### src/include/power_fail_pkg.sv
// Package with constants and types for the power-fail state controller
package power_fail_pkg;

  // Clock rate and derived periods
  localparam int unsigned CLK_HZ          = 50_000_000;
  localparam int unsigned DROPOUT_MS      = 5;
  // More than 5 ms of dropout is needed, so one cycle beyond the truncated 5 ms count
  localparam int unsigned DROPOUT_CYCLES  = (DROPOUT_MS * (CLK_HZ / 1000)) + 1;
  localparam int unsigned DROPOUT_W       = 20;

  // Terminal count and APB register map
  localparam int unsigned NUM_TERMINALS   = 8;
  localparam logic [11:0] ADDR_CONTROL    = 12'h000;
  localparam logic [11:0] ADDR_DIRECTION  = 12'h004;
  localparam logic [11:0] ADDR_OUT_CMD    = 12'h008;
  localparam logic [11:0] ADDR_STATUS     = 12'h00C;
  localparam logic [11:0] ADDR_TERM_READ  = 12'h010;

  // Field positions
  localparam int unsigned CTRL_PERMIT_BIT     = 0;
  localparam int unsigned CTRL_START_CMD_BIT  = 1;
  localparam int unsigned CTRL_PROJECT_BIT    = 2;
  localparam int unsigned STAT_STATE_LSB      = 0;
  localparam int unsigned STAT_BOOT_LSB       = 4;
  localparam int unsigned STAT_RUN_BIT        = 8;
  localparam int unsigned STAT_LONG_BIT       = 9;
  localparam int unsigned STAT_SHORT_BIT      = 10;
  localparam int unsigned STAT_PERMIT_BIT     = 11;

  // Reset values
  localparam logic [7:0]  RST_DIRECTION   = 8'h00;
  localparam logic [7:0]  RST_OUT_CMD     = 8'h00;
  localparam logic [2:0]  RST_CONTROL     = 3'h0;

  // Control states
  typedef enum logic [1:0] {
    ST_EXECUTING,
    ST_PERSISTING,
    ST_WAITING,
    ST_DEAD
  } ctrl_state_type;

  // Start sequence steps
  typedef enum logic [2:0] {
    BOOT_IDLE,
    BOOT_LOAD,
    BOOT_RESTORE,
    BOOT_DECIDE,
    BOOT_DONE
  } boot_step_type;

endpackage

### src/hw/power_fail_state_control.sv
// Power-fail state controller with eight configurable digital terminals
//
// How it works
// - React only to dropouts longer than 5 ms
// - Executing goes persisting on qualified undervoltage
// - State is always one of four values
// - Executing lets program run undisturbed
// - Persisting halts program at once
// - Persisting disables outputs, permit and indicator
// - Persisting commands non-volatile save
// - Save done, no recovery: go waiting
// - Waiting holds program while reserve lasts
// - Reserve exhausted: enter dead state
// - Waiting keeps outputs off below 18 V
// - Recovery from waiting reruns start sequence
// - Stay persisting until save completes
// - Recovered during save: restart directly
// - Classify event long or short duration
// - Eight terminals, each input or output
// - Outputs looped back for readback
// - Start: load project, restore, maybe start
// - Permit low blocks every terminal output
`timescale 1ns/1ps

module power_fail_state_control #(
  parameter int unsigned DROPOUT_CYCLES = power_fail_pkg::DROPOUT_CYCLES
) (
  // Clock and reset
  input  wire logic        i_clk,
  input  wire logic        i_arst_n,
  // APB slave
  input  wire logic        i_psel,
  input  wire logic        i_penable,
  input  wire logic        i_pwrite,
  input  wire logic [11:0] i_paddr,
  input  wire logic [31:0] i_pwdata,
  input  wire logic [3:0]  i_pstrb,
  output logic      [31:0] o_prdata,
  output logic             o_pready,
  output logic             o_pslverr,
  // Supply comparator (asynchronous pins)
  input  wire logic        i_supply_low,
  input  wire logic        i_supply_above_18v,
  // Save engine and reserve monitor (same clock)
  input  wire logic        i_save_done,
  input  wire logic        i_reserve_exhausted,
  output logic             o_save_req,
  // Start sequence helpers
  output logic             o_load_project,
  output logic             o_restore_vars,
  input  wire logic        i_step_done,
  // Program control
  output logic             o_program_run,
  output logic             o_module_active,
  // Permit signal and its indicator
  output logic             o_output_permit,
  output logic             o_output_permit_indicator,
  // Digital terminals
  input  wire logic [7:0]  i_digital_terminals,
  output logic      [7:0]  o_digital_terminals,
  output logic      [7:0]  o_digital_terminals_oe_n
);

  // Reset synchroniser
  logic rst_meta_n;
  logic rst_n;

  // Release of reset through two flops
  always_ff @(posedge i_clk or negedge i_arst_n) begin
    if (!i_arst_n) begin
      rst_meta_n <= 1'b0;
      rst_n      <= 1'b0;
    end else begin
      rst_meta_n <= 1'b1;
      rst_n      <= rst_meta_n;
    end
  end

  // Pin synchronisers: three stages, change accepted when stages two and three agree
  logic [2:0] low_sync;
  logic [2:0] high_sync;
  logic [7:0] term_s1;
  logic [7:0] term_s2;
  logic [7:0] term_s3;
  logic       low_q;            // Filtered low indication
  logic       high_q;           // Filtered recovery indication
  logic [7:0] term_q;           // Filtered terminal levels
  logic       next_low_q;
  logic       next_high_q;
  logic [7:0] next_term_q;

  // Accept a level only when both later stages agree
  always_comb begin
    next_low_q  = (low_sync[1] == low_sync[2]) ? low_sync[2] : low_q;
    next_high_q = (high_sync[1] == high_sync[2]) ? high_sync[2] : high_q;
    for (int i = 0; i < 8; i++) begin
      next_term_q[i] = (term_s2[i] == term_s3[i]) ? term_s3[i] : term_q[i];
    end
  end

  // Synchroniser stages
  always_ff @(posedge i_clk or negedge rst_n) begin
    if (!rst_n) begin
      low_sync  <= 3'h0;
      high_sync <= 3'h7;
      term_s1   <= 8'h00;
      term_s2   <= 8'h00;
      term_s3   <= 8'h00;
      low_q     <= 1'b0;
      high_q    <= 1'b1;
      term_q    <= 8'h00;
    end else begin
      low_sync  <= {low_sync[1:0], i_supply_low};
      high_sync <= {high_sync[1:0], i_supply_above_18v};
      term_s1   <= i_digital_terminals;
      term_s2   <= term_s1;
      term_s3   <= term_s2;
      low_q     <= next_low_q;
      high_q    <= next_high_q;
      term_q    <= next_term_q;
    end
  end

  // Dropout qualification: counter restarts on every return of the supply
  logic [power_fail_pkg::DROPOUT_W-1:0] drop_cnt;
  logic [power_fail_pkg::DROPOUT_W-1:0] next_drop_cnt;
  logic                                 undervolt;      // Qualified undervoltage
  logic                                 next_undervolt;

  // Count dropout time, saturate at the limit
  always_comb begin
    next_drop_cnt  = drop_cnt;
    next_undervolt = 1'b0;
    if (!low_q) begin
      next_drop_cnt = '0;
    end else if (drop_cnt < DROPOUT_CYCLES[power_fail_pkg::DROPOUT_W-1:0]) begin
      next_drop_cnt = drop_cnt + 1'b1;
    end else begin
      next_undervolt = 1'b1;
    end
  end

  // Dropout registers
  always_ff @(posedge i_clk or negedge rst_n) begin
    if (!rst_n) begin
      drop_cnt  <= '0;
      undervolt <= 1'b0;
    end else begin
      drop_cnt  <= next_drop_cnt;
      undervolt <= next_undervolt;
    end
  end

  // Registers seen by software
  logic [2:0] ctrl;             // Permit request, last start command, project present
  logic [7:0] direction;        // One per terminal: 1 = output
  logic [7:0] out_cmd;          // Commanded output levels
  logic [2:0] next_ctrl;
  logic [7:0] next_direction;
  logic [7:0] next_out_cmd;
  logic       apb_wr;
  logic       apb_rd;
  logic [31:0] rdata_mux;

  // Control and start sequence state
  power_fail_pkg::ctrl_state_type state;
  power_fail_pkg::ctrl_state_type next_state;
  power_fail_pkg::boot_step_type  boot;
  power_fail_pkg::boot_step_type  next_boot;
  logic run;
  logic next_run;
  logic recovered;              // Supply came back during the save
  logic next_recovered;
  logic long_evt;
  logic short_evt;
  logic next_long_evt;
  logic next_short_evt;

  assign apb_wr = i_psel && i_penable && i_pwrite;
  // Read captured in the setup cycle so the data stands through the access cycle
  assign apb_rd = i_psel && !i_penable && !i_pwrite;

  // Register writes, honouring the low byte strobe
  always_comb begin
    next_ctrl      = ctrl;
    next_direction = direction;
    next_out_cmd   = out_cmd;
    if (apb_wr && i_pstrb[0]) begin
      case (i_paddr)
        power_fail_pkg::ADDR_CONTROL:   next_ctrl      = i_pwdata[2:0];
        power_fail_pkg::ADDR_DIRECTION: next_direction = i_pwdata[7:0];
        power_fail_pkg::ADDR_OUT_CMD:   next_out_cmd   = i_pwdata[7:0];
        default:                        next_ctrl      = ctrl;
      endcase
    end
  end

  // Read mux; status shows the block's own state
  always_comb begin
    rdata_mux = 32'h0000_0000;
    case (i_paddr)
      power_fail_pkg::ADDR_CONTROL:   rdata_mux[2:0] = ctrl;
      power_fail_pkg::ADDR_DIRECTION: rdata_mux[7:0] = direction;
      power_fail_pkg::ADDR_OUT_CMD:   rdata_mux[7:0] = out_cmd;
      power_fail_pkg::ADDR_STATUS: begin
        rdata_mux[power_fail_pkg::STAT_STATE_LSB +: 2] = state;
        rdata_mux[power_fail_pkg::STAT_BOOT_LSB +: 3]  = boot;
        rdata_mux[power_fail_pkg::STAT_RUN_BIT]        = run;
        rdata_mux[power_fail_pkg::STAT_LONG_BIT]       = long_evt;
        rdata_mux[power_fail_pkg::STAT_SHORT_BIT]      = short_evt;
        rdata_mux[power_fail_pkg::STAT_PERMIT_BIT]     = o_output_permit;
      end
      power_fail_pkg::ADDR_TERM_READ: rdata_mux[7:0] = term_q;
      default:                        rdata_mux = 32'h0000_0000;
    endcase
  end

  // Main state machine; exactly four states, encoded in two bits
  always_comb begin
    next_state     = state;
    next_boot      = boot;
    next_run       = run;
    next_recovered = recovered;
    next_long_evt  = long_evt;
    next_short_evt = short_evt;
    case (state)
      power_fail_pkg::ST_EXECUTING: begin
        // Start sequence in steps, then the program runs untouched if project present and start commanded
        case (boot)
          power_fail_pkg::BOOT_IDLE: next_boot = power_fail_pkg::BOOT_LOAD;
          power_fail_pkg::BOOT_LOAD: begin
            if (!ctrl[power_fail_pkg::CTRL_PROJECT_BIT]) begin
              next_boot = power_fail_pkg::BOOT_RESTORE;
            end else if (i_step_done) begin
              next_boot = power_fail_pkg::BOOT_RESTORE;
            end
          end
          power_fail_pkg::BOOT_RESTORE: begin
            if (i_step_done) begin
              next_boot = power_fail_pkg::BOOT_DECIDE;
            end
          end
          power_fail_pkg::BOOT_DECIDE: begin
            next_run  = ctrl[power_fail_pkg::CTRL_PROJECT_BIT]
                        && ctrl[power_fail_pkg::CTRL_START_CMD_BIT];
            next_boot = power_fail_pkg::BOOT_DONE;
          end
          power_fail_pkg::BOOT_DONE: next_boot = boot;
          default:                   next_boot = power_fail_pkg::BOOT_IDLE;
        endcase
        if (undervolt) begin
          next_state     = power_fail_pkg::ST_PERSISTING;
          next_run       = 1'b0;
          next_recovered = 1'b0;
          next_boot      = power_fail_pkg::BOOT_IDLE;
        end
      end
      power_fail_pkg::ST_PERSISTING: begin
        // Remember a recovery seen while the save still runs
        if (high_q) begin
          next_recovered = 1'b1;
        end
        if (i_save_done) begin
          if (recovered || high_q) begin
            next_state     = power_fail_pkg::ST_EXECUTING;
            next_short_evt = 1'b1;
          end else begin
            next_state    = power_fail_pkg::ST_WAITING;
            next_long_evt = 1'b1;
          end
        end
      end
      power_fail_pkg::ST_WAITING: begin
        if (i_reserve_exhausted) begin
          next_state = power_fail_pkg::ST_DEAD;
        end else if (high_q) begin
          next_state = power_fail_pkg::ST_EXECUTING;
        end else begin
          next_state = power_fail_pkg::ST_WAITING;
        end
      end
      power_fail_pkg::ST_DEAD:  next_state = power_fail_pkg::ST_DEAD;
      default:                  next_state = power_fail_pkg::ST_DEAD;
    endcase
  end

  // Registered outputs follow the next state
  logic       next_save_req;
  logic       next_permit;
  logic [7:0] next_term_out;
  logic [7:0] next_term_oe_n;

  // Output decode from next values so outputs are flops
  always_comb begin
    next_save_req  = (next_state == power_fail_pkg::ST_PERSISTING);
    next_permit    = (next_state == power_fail_pkg::ST_EXECUTING)
                     && (next_boot == power_fail_pkg::BOOT_DONE)
                     && next_ctrl[power_fail_pkg::CTRL_PERMIT_BIT];
    for (int i = 0; i < 8; i++) begin
      // Input terminals never drive; outputs only with permit high
      next_term_oe_n[i] = !(next_direction[i] && next_permit);
      next_term_out[i]  = next_out_cmd[i] && next_direction[i] && next_permit;
    end
  end

  // State and output registers
  always_ff @(posedge i_clk or negedge rst_n) begin
    if (!rst_n) begin
      state     <= power_fail_pkg::ST_EXECUTING;
      boot      <= power_fail_pkg::BOOT_IDLE;
      run       <= 1'b0;
      recovered <= 1'b0;
      long_evt  <= 1'b0;
      short_evt <= 1'b0;
      ctrl      <= power_fail_pkg::RST_CONTROL;
      direction <= power_fail_pkg::RST_DIRECTION;
      out_cmd   <= power_fail_pkg::RST_OUT_CMD;
      o_prdata  <= 32'h0000_0000;
      o_pready  <= 1'b0;
      o_pslverr <= 1'b0;
      o_save_req                <= 1'b0;
      o_load_project            <= 1'b0;
      o_restore_vars            <= 1'b0;
      o_program_run             <= 1'b0;
      o_module_active           <= 1'b1;
      o_output_permit           <= 1'b0;
      o_output_permit_indicator <= 1'b0;
      o_digital_terminals       <= 8'h00;
      o_digital_terminals_oe_n  <= 8'hFF;
    end else begin
      state     <= next_state;
      boot      <= next_boot;
      run       <= next_run;
      recovered <= next_recovered;
      long_evt  <= next_long_evt;
      short_evt <= next_short_evt;
      ctrl      <= next_ctrl;
      direction <= next_direction;
      out_cmd   <= next_out_cmd;
      // Zero-wait slave: pready in the access cycle, stored read data
      o_prdata  <= apb_rd ? rdata_mux : 32'h0000_0000;
      o_pready  <= i_psel && !i_penable;
      o_pslverr <= 1'b0;
      o_save_req                <= next_save_req;
      o_load_project            <= (next_boot == power_fail_pkg::BOOT_LOAD)
                                   && next_ctrl[power_fail_pkg::CTRL_PROJECT_BIT];
      o_restore_vars            <= (next_boot == power_fail_pkg::BOOT_RESTORE);
      o_program_run             <= next_run;
      o_module_active           <= (next_state != power_fail_pkg::ST_DEAD);
      o_output_permit           <= next_permit;
      o_output_permit_indicator <= next_permit;
      o_digital_terminals       <= next_term_out;
      o_digital_terminals_oe_n  <= next_term_oe_n;
    end
  end

endmodule

### config.mk
export PLATFORM = sky130hd
export DESIGN_NAME = power_fail_state_control
export DESIGN_NICKNAME = d
export VERILOG_FILES = /design/src/include/power_fail_pkg.sv /design/src/hw/power_fail_state_control.sv
export SDC_FILE = /design/constraint.sdc
export NUM_CORES = 1
export LEC_CHECK = 0
export ABC_AREA = 1
export BUFFER_PORTS_ARGS = -buffer_cell sky130_fd_sc_hd__buf_4
export CORE_MARGIN = 4
export CORE_UTILIZATION = 54
export CTS_CLUSTER_SIZE = 25
export DETAILED_ROUTE_END_ITERATION = 12
export PLACE_DENSITY = 0.8
export SETUP_SLACK_MARGIN = 0.2
export SLEW_MARGIN = 0
export SYNTH_ARGS = -nofsm -noshare
export SYNTH_HDL_FRONTEND = slang
export SYNTH_SLANG_ARGS = --single-unit
### constraint.sdc
create_clock -name i_clk -period 8.9 [get_ports i_clk]
set_input_delay 0.89 -clock i_clk [delete_from_list [all_inputs] [get_ports i_clk]]
set_output_delay 0.89 -clock i_clk [all_outputs]
set_load 0.02 [all_outputs]
Word level (Yosys, flattened, before mapping)
Cells that the tools add are included.
W data, S select, Z words.
{"block": "classes", "eq_ne": 29, "addsub": 1, "mux": 34, "reduce_logical": 55, "bitwise": 1, "magnitude_cmp": 1}
{"op": "$mux W20", "count": 2}
{"op": "$logic_and A1 B1 Y1", "count": 33}
{"op": "$mux W8", "count": 4}
{"op": "$eq A12 B4 Y1 const B", "count": 2}
{"op": "$mux W3", "count": 7}
{"op": "$add A20 B1 Y20 const B", "count": 1}
{"op": "$lt A20 B18 Y1 const B", "count": 1}
{"op": "$pmux W3 S5", "count": 1}
{"op": "$eq A12 B3 Y1 const B", "count": 1}
{"op": "$eq A12 B5 Y1 const B", "count": 1}
{"op": "$logic_not A12 Y1", "count": 1}
{"op": "$mux W12", "count": 1}
{"op": "$pmux W3 S4", "count": 1}
{"op": "$eq A1 B1 Y1", "count": 10}
{"op": "$logic_not A1 Y1", "count": 10}
{"op": "$mux W2", "count": 5}
{"op": "$pmux W2 S5", "count": 1}
{"op": "$eq A3 B2 Y1 const B", "count": 3}
{"op": "$reduce_and A3 Y1", "count": 3}
{"op": "$pmux W2 S4", "count": 1}
{"op": "$eq A3 B1 Y1 const B", "count": 2}
{"op": "$eq A3 B3 Y1 const B", "count": 2}
{"op": "$mux W1", "count": 6}
{"op": "$ne A2 B2 Y1 const B", "count": 3}
{"op": "other kinds (13)", "count": 19}
{"block": "word_totals", "in_bits": 66, "regBits": 125, "out_inout_bits": 57}

Logic depth before layout (Yosys ltp)
Gate-level depths: netlist (run 1).
{"block": "depth", "word_depth": 10, "mapped_depth": 11, "depth_no_buf": 11}

Least setup slack after synthesis (run 1)
No wires, ideal clock.
{"block": "synth_timing", "path_type": "input-to-reg", "from": "in i_paddr[0]", "to": "reg o_digital_terminals_oe_n[1]", "setup_slack_ns": 6.812, "t_arrival_ns": 2.003, "setup_time_ns": 0.085, "required_ns": 8.815, "stages": 10, "cell_sequence": "inv_1 nand2_1 nor2_2 nand3_1 nand2_1 nand2_1 nor2_2 nand2_2 inv_2 nand2_1"}
{"block": "synth_via", "elab_chain_cells": 6}
{"element": "start, declared", "line_no": "power_fail_state_control.sv:35", "source": "input wire logic [11:0] i_paddr,"}
{"element": "$logic_not A12 Y1", "line_no": "power_fail_state_control.sv:189", "source": "case (i_paddr)"}
{"element": "$mux W3", "line_no": "power_fail_state_control.sv:189"}
{"element": "$mux W3", "line_no": "power_fail_state_control.sv:188", "source": "if (apb_wr && i_pstrb[0]) begin"}
{"element": "$logic_and A1 B1 Y1", "line_no": "power_fail_state_control.sv:298", "source": "&& next_ctrl[power_fail_pkg::CTRL_PERMIT_BIT];"}
{"element": "named net next_permit", "line_no": "power_fail_state_control.sv:289", "source": "logic next_permit;"}
{"element": "$logic_and A1 B1 Y1", "line_no": "power_fail_state_control.sv:301", "source": "next_term_oe_n[i] = !(next_direction[i] && next_permit);"}
{"element": "$logic_not A1 Y1", "line_no": "power_fail_state_control.sv:301"}
{"element": "named net next_term_oe_n[1]", "line_no": "power_fail_state_control.sv:291", "source": "logic [7:0] next_term_oe_n;"}
{"element": "end signal, assigned", "line_no": "power_fail_state_control.sv:353", "source": "o_digital_terminals_oe_n <= next_term_oe_n;"}
{"element": "end, declared", "line_no": "power_fail_state_control.sv:61", "source": "output logic [7:0] o_digital_terminals_oe_n"}
The timed path passes the listed nets, and every way through them passes these cells.
A chain may end at the register's enable or synchronous reset.

Worst setup path in the final report (run 1)
{"block": "layout_timing", "from": "in i_paddr[11]", "to": "reg o_digital_terminals_oe_n[5]"}
The elaborated chain is that of the path after synthesis.

==> qor.yml, run 1 <==
outcome:
  status: "finished clean"
global_routing:
  grt_max_degree: 65
  met2_usage_pct: 35.7
  antenna_found_initial: 0
  grt-ovfl-total: 0
  grt_usage_pct: 22.3
  grt_pass1_wl_um: 20000
  grt.met3_usage_pct: 5.79
  use_met1_pct: 28.9
  grt_pass1_vias: 4195
  busiest_layer: "met2"
finish:
  mostFrequentLayoutCells: "135 x nand2_1, 111 x dfrtp_1, 75 x buf_4"
  regArea_um2: 3150
  n_fill_cell: 747
  multi_input_area_um2: 1880
  largest_reg_flops: 20
  area_growth_pct: 22.4
  drive_gt1_share_pct: 20.8
  top_regs: "drop_cnt (20), o_prdata (12)"
  antenna_cells: 0
  layout_commonest_cell: "nand2_1"
  finalNetCount: 742
  regMostFlops: "drop_cnt"
synth:
  ys_ff_latch: 125
  yosysWarningCount: 0
  syn_avg_cell_area_um2: 9.22
  syn_area_um2: 5420
  netlist_instances: 588
  ys_seq_area_share_pct: 58.0
  yosysUniqueCellTypes: 35
  async_flop_share_pct: 100
  dominantRegCellSynth: "dfrtp_1"
  synth_edf_count: 0
floorplanning:
  io_pins: 123
  coreArea_um2: 9770
  rows: 36
  die_w_um: 108
  dieHeight_um: 108
  dieArea_um2: 11700
  initial_core_util_pct: 55.5
sta:
  post-route-period-util_pct: 24.2
  tightest_slew_ns: 1.06
  rsz0062_at_grt: "no"
  setup_tns_ns: 0
  finalSetupViolations: 0
  final_max_slew_viol_count: 0
  timing_hold_violations_final: 0
  fmax_ghz: 0.463
  skew_ns: 0.00765
  final.setup.worst_slack_ns: 6.74
  hold_slack_ns: 0.139
  fin_crit_ns: 2.16
  maxSlewHeadroom_pct: 29.0
placement:
  dp_hpwl_um: 8230
  detailedPlace.worstSlack_ns: 6.20
  io_buffer_count: 74
  gp_congestion: 0.866
hold_path:
  hold_class: "in -> async"
clock_tree:
  cts-resized-gates: 0
  worstSkewPairLatency_ns: 0.52
  cts_tree: "yes"
  cts_buffers: 17
  post_cts_buffers: 0
  cts.sinks: 125
  cts_root_buf: "clkbuf_8"
  ctsHoldBuffers: 0
  path_clk_slew_ns: 0.05
  clock_path_buffers: 2
  htreeDepth: 4
worst_setup_path:
  cp.arrival_ns: 2.60
  cpMaxStageDelayCell: "nor2_4"
  critical_path.max_fanout: 19
  required_ns: 9.34
  cp_common_cell: "nand2_1"
  cp_cell_sequence: "buf_4, nor2_1, nand2_1, nor2_4, nand3_1, nand2_1, nand2_1, nor2_2, nand2_2, inv_2, nand2_1"
  slowest_delay_ns: 0.41
  path_class: "in -> reg"
  start_kind: "input pin"
  cp-end-kind: "flip-flop"
drt:
  final_antenna_net_count: 0
  wl_um: 12000
  first_pass_iters: 6
  via_count: 4232
  wl_per_cell_um: 14.6
  drt-vias-per-instance: 5.17
  drtIter0Drc: 337
  route.detailed.drc: 0
power_and_ir_drop:
  leakagePower_nw: 3.36
  ir_worst_vdd_mv: 0.150
  power.total_w: 0.00152
  power_density_nw_per_um2: 229
run:
  drv_cap: 0
## synth_stat cells, types with 2 or more instances
cell type	count	share of area (%)
xnor2_1	3	0.48
inv_1	69	4.8
or2_2	3	0.35
nand4_1	24	2.8
nor2_1	66	4.6
o21ai_0	26	2.4
xor2_1	4	0.65
a21oi_1	3	0.28
conb_1	2	0.14
clkbuf_1	2	0.14
buf_2	3	0.28
nand3_1	45	4.2
nor3_1	12	1.1
o21ai_1	2	0.18
ha_1	2	0.46
o211ai_1	3	0.42
dfstp_2	13	6.3
buf_4	22	3.0
nand2_1	135	9.3
maj3_1	10	1.8
nor2_2	2	0.23
dfrtp_1	112	52
inv_2	3	0.21
nor3_4	2	0.60
nand2_2	7	0.81
o21ai_2	4	0.65
## final timing paths
path,from,to,slack [ns],cells after the start
max,i_paddr[11],o_digital_terminals_oe_n[5]$_DFF_PN1_,6.74,11
min,i_arst_n,rst_n$_DFF_PN0_,0.14,1
max reg2reg,drop_cnt[11]$_DFFE_PN0N_,drop_cnt[5]$_DFFE_PN0N_,6.76,9
min reg2reg,term_s1[3]$_DFF_PN0_,term_s2[3]$_DFF_PN0_,0.35,0
max in group asynchronous,rst_n$_DFF_PN0_,o_prdata[2]$_DFF_PN0_,7.30,1
min in group i_clk,term_s1[3]$_DFF_PN0_,term_s2[3]$_DFF_PN0_,0.35,0
## worst max-delay path: cells and delay by family
family	cells	cell delay, ns
buf+inv	2	0.30
simple gates	9	1.40
## per-stage QoR
step                      std cells  utilization [%]  area, um^2
after global routing            819             67.9        6640
after detailed placement        788             61.6        6020
after floorplan                 608                -        5500
after CTS                       819             67.9        6640
final                           819             67.9        6640
after global placement          788             61.6        6020
## routing by layer
metal  routed length (um)  vias to the layer above
li1                     -                     2014
met1                 5010                     2015
met2                 5860                      175
met3                  840                       28
met4                  251                        0
met5                    0                        -
## power breakdown
group,switching (W),leakage (nW),internal (W),total (W)
combinational,0.000117,1.50,0.0000569,0.000173
clock,0.000233,0.305,0.000482,0.000714
sequential,0.0000294,1.55,0.000606,0.000636
## area by class of cell
class                   instances  area share [%]
flip-flops and latches        125            47.4
multi-input cells             383            28.3
repair buffers                 75            8.48
clock buffers                  24            7.24
inverters                      72            4.07
well taps                     133            2.51
clock inverters                 7            2.04
## cell families (layout without fill, tap and decap cells)
logic type | count (synthesis) | count (layout) | share of synthesized area [%]
other | 2 | 22 | 0.138
AND/OR/NAND/NOR | 300 | 300 | 25.0
XOR/XNOR | 7 | 7 | 1.13
adder cells (fa/ha/maj) | 12 | 12 | 2.31
flip-flops | 125 | 125 | 58.0
buffers and inverters | 100 | 178 | 8.81
AO/OA/AOI/OAI | 42 | 42 | 4.61
Power figures use the tool's default switching activity.
==> inputs of run 2 (changes only) <==
Clock period 8.9 ns to 2.1 ns, I/O delays scaled along.
==> qor.yml, run 2 (synthesized netlist as in run 1, its figures left out) <==
sta:
  post-route-period-util_pct: 88.2
  fmax_ghz: 0.540
  rsz0062_at_grt: "no"
  hold_slack_ns: 0.0119
  fin_crit_ns: 1.85
  timing_hold_violations_final: 0
  final.setup.worst_slack_ns: 0.249
  finalSetupViolations: 0
  maxSlewHeadroom_pct: 63.4
  final_max_slew_viol_count: 0
  tightest_slew_ns: 0.545
  skew_ns: 0.00687
global_routing:
  grt_max_degree: 50
  grt_pass1_wl_um: 21400
  grt_pass1_vias: 4438
  grt-ovfl-total: 0
  antenna_found_initial: 0
  grt_usage_pct: 23.9
drt:
  drtIter0Drc: 384
  first_pass_iters: 5
  final_antenna_net_count: 0
  via_count: 4392
  route.detailed.drc: 0
  wl_um: 13100
  drt-vias-per-instance: 5.11
  wl_per_cell_um: 15.2
clock_tree:
  worstSkewPairLatency_ns: 0.54
  htreeDepth: 4
  cts_buffers: 17
  path_clk_slew_ns: 0.06
  clock_path_buffers: 2
  cts_tree: "yes"
  cts_root_buf: "clkbuf_8"
  cts.sinks: 125
power_and_ir_drop:
  leakagePower_nw: 3.55
  power_density_nw_per_um2: 939
  ir_worst_vdd_mv: 0.729
worst_setup_path:
  start_kind: "flip-flop"
  cp-end-kind: "flip-flop"
  r2r-start: "drop_cnt[8]$_DFFE_PN0N_"
  critical_path.max_fanout: 9
  required_ns: 2.53
  setup.worst_path.start: "drop_cnt[8]$_DFFE_PN0N_"
  cp.arrival_ns: 2.28
  path_class: "reg -> reg"
outcome:
  status: "finished clean"
run:
  drv_cap: 0
placement:
  io_buffer_count: 74
  gp_congestion: 0.874
  detailedPlace.worstSlack_ns: -0.0986
  dp_hpwl_um: 8690
  dpl_cell_area_um2: 6120
finish:
  largest_reg_flops: 20
  stdcell_area_um2: 7090
  antenna_cells: 0
  area_growth_pct: 30.7
  finalNetCount: 781
  final_util_pct: 72.5
  regMostFlops: "drop_cnt"
  drive_gt1_share_pct: 23.7
  mostFrequentLayoutCells: "134 x nand2_1, 110 x dfrtp_1, 89 x buf_4"
  layout_commonest_cell: "nand2_1"
  top_regs: "drop_cnt (20), o_prdata (12)"
hold_path:
  hold_class: "in -> reg"
  min-delay-start: "i_pwdata[4]"
floorplanning:
  dieArea_um2: 11700
  rows: 36
  coreArea_um2: 9770
  initial_core_util_pct: 55.5
  io_pins: 123
  die_w_um: 108
  dieHeight_um: 108
## run 2: critical path, stage by stage, from the launching register on
cell,delay (ns)
dfrtp_1,0.42
inv_1,0.09
nand2_1,0.07
nor2_2,0.16
nand2_1,0.08
nand2_1,0.09
nand2_2,0.10
o21ai_4,0.30
clkinvlp_4,0.16
buf_6,0.15
nand2_1,0.07
nand2_1,0.05
## run 2: path summary, 6_finish.rpt
check / to / slack, ns / cells after the start
setup / recovery: drop_cnt[9]$_DFFE_PN0N_ / 0.25 / 11
hold / removal: direction[4]$_DFF_PN0_ / 0.01 / 3
setup reg to reg: drop_cnt[9]$_DFFE_PN0N_ / 0.25 / 11
hold reg to reg: term_s3[5]$_DFF_PN0_ / 0.30 / 0
max in group asynchronous: high_sync[0]$_DFF_PN1_ / 1.12 / 1
min in group asynchronous: term_s3[5]$_DFF_PN0_ / 0.30 / 0
## run 2: per-stage QoR
step / TNS, ns / cells / total power (W)
after detailed placement: -0.359 / 797 / 0.00347
after global routing: 0 / 859 / 0.00693
after global placement: -0.0298 / 797 / 0.00344
after floorplan: 0 / 608 / 0.00320
final: 0 / 859 / 0.00665
after CTS: 0 / 853 / 0.00665
## run 2: routing by layer
metal  vias to the layer above  global-route usage (%)  wire [um]
li1                       2090                       -          -
met1                      2120                    30.2       5330
met2                       150                    39.8       6620
met3                        32                    6.81        853
met4                         0                    8.03        270
met5                         -                       0          0
## run 2: cell type report
type	instances	area [um^2]
clock buffers	19	422
clock inverters	13	214
fillers	671	2690
inverters	72	277
multi-input cells	383	1920
flip-flops and latches	125	3150
well taps	133	166
repair buffers	114	940
## run 2: timing repair
action / CTS / global route
hold endpoints to repair: 29 / 0
buffers inserted: 2 / 6
endpoints found under the setup margin: 22 / 30
resized for setup: 3 / 14
hold buffers: 22 / 0
pin swaps: 0 / 2
## run 2: power by group
group | internal, W | switching, W
Clock | 0.00206 | 0.00107
Combinational | 0.000290 | 0.000552
Sequential | 0.00257 | 0.000113
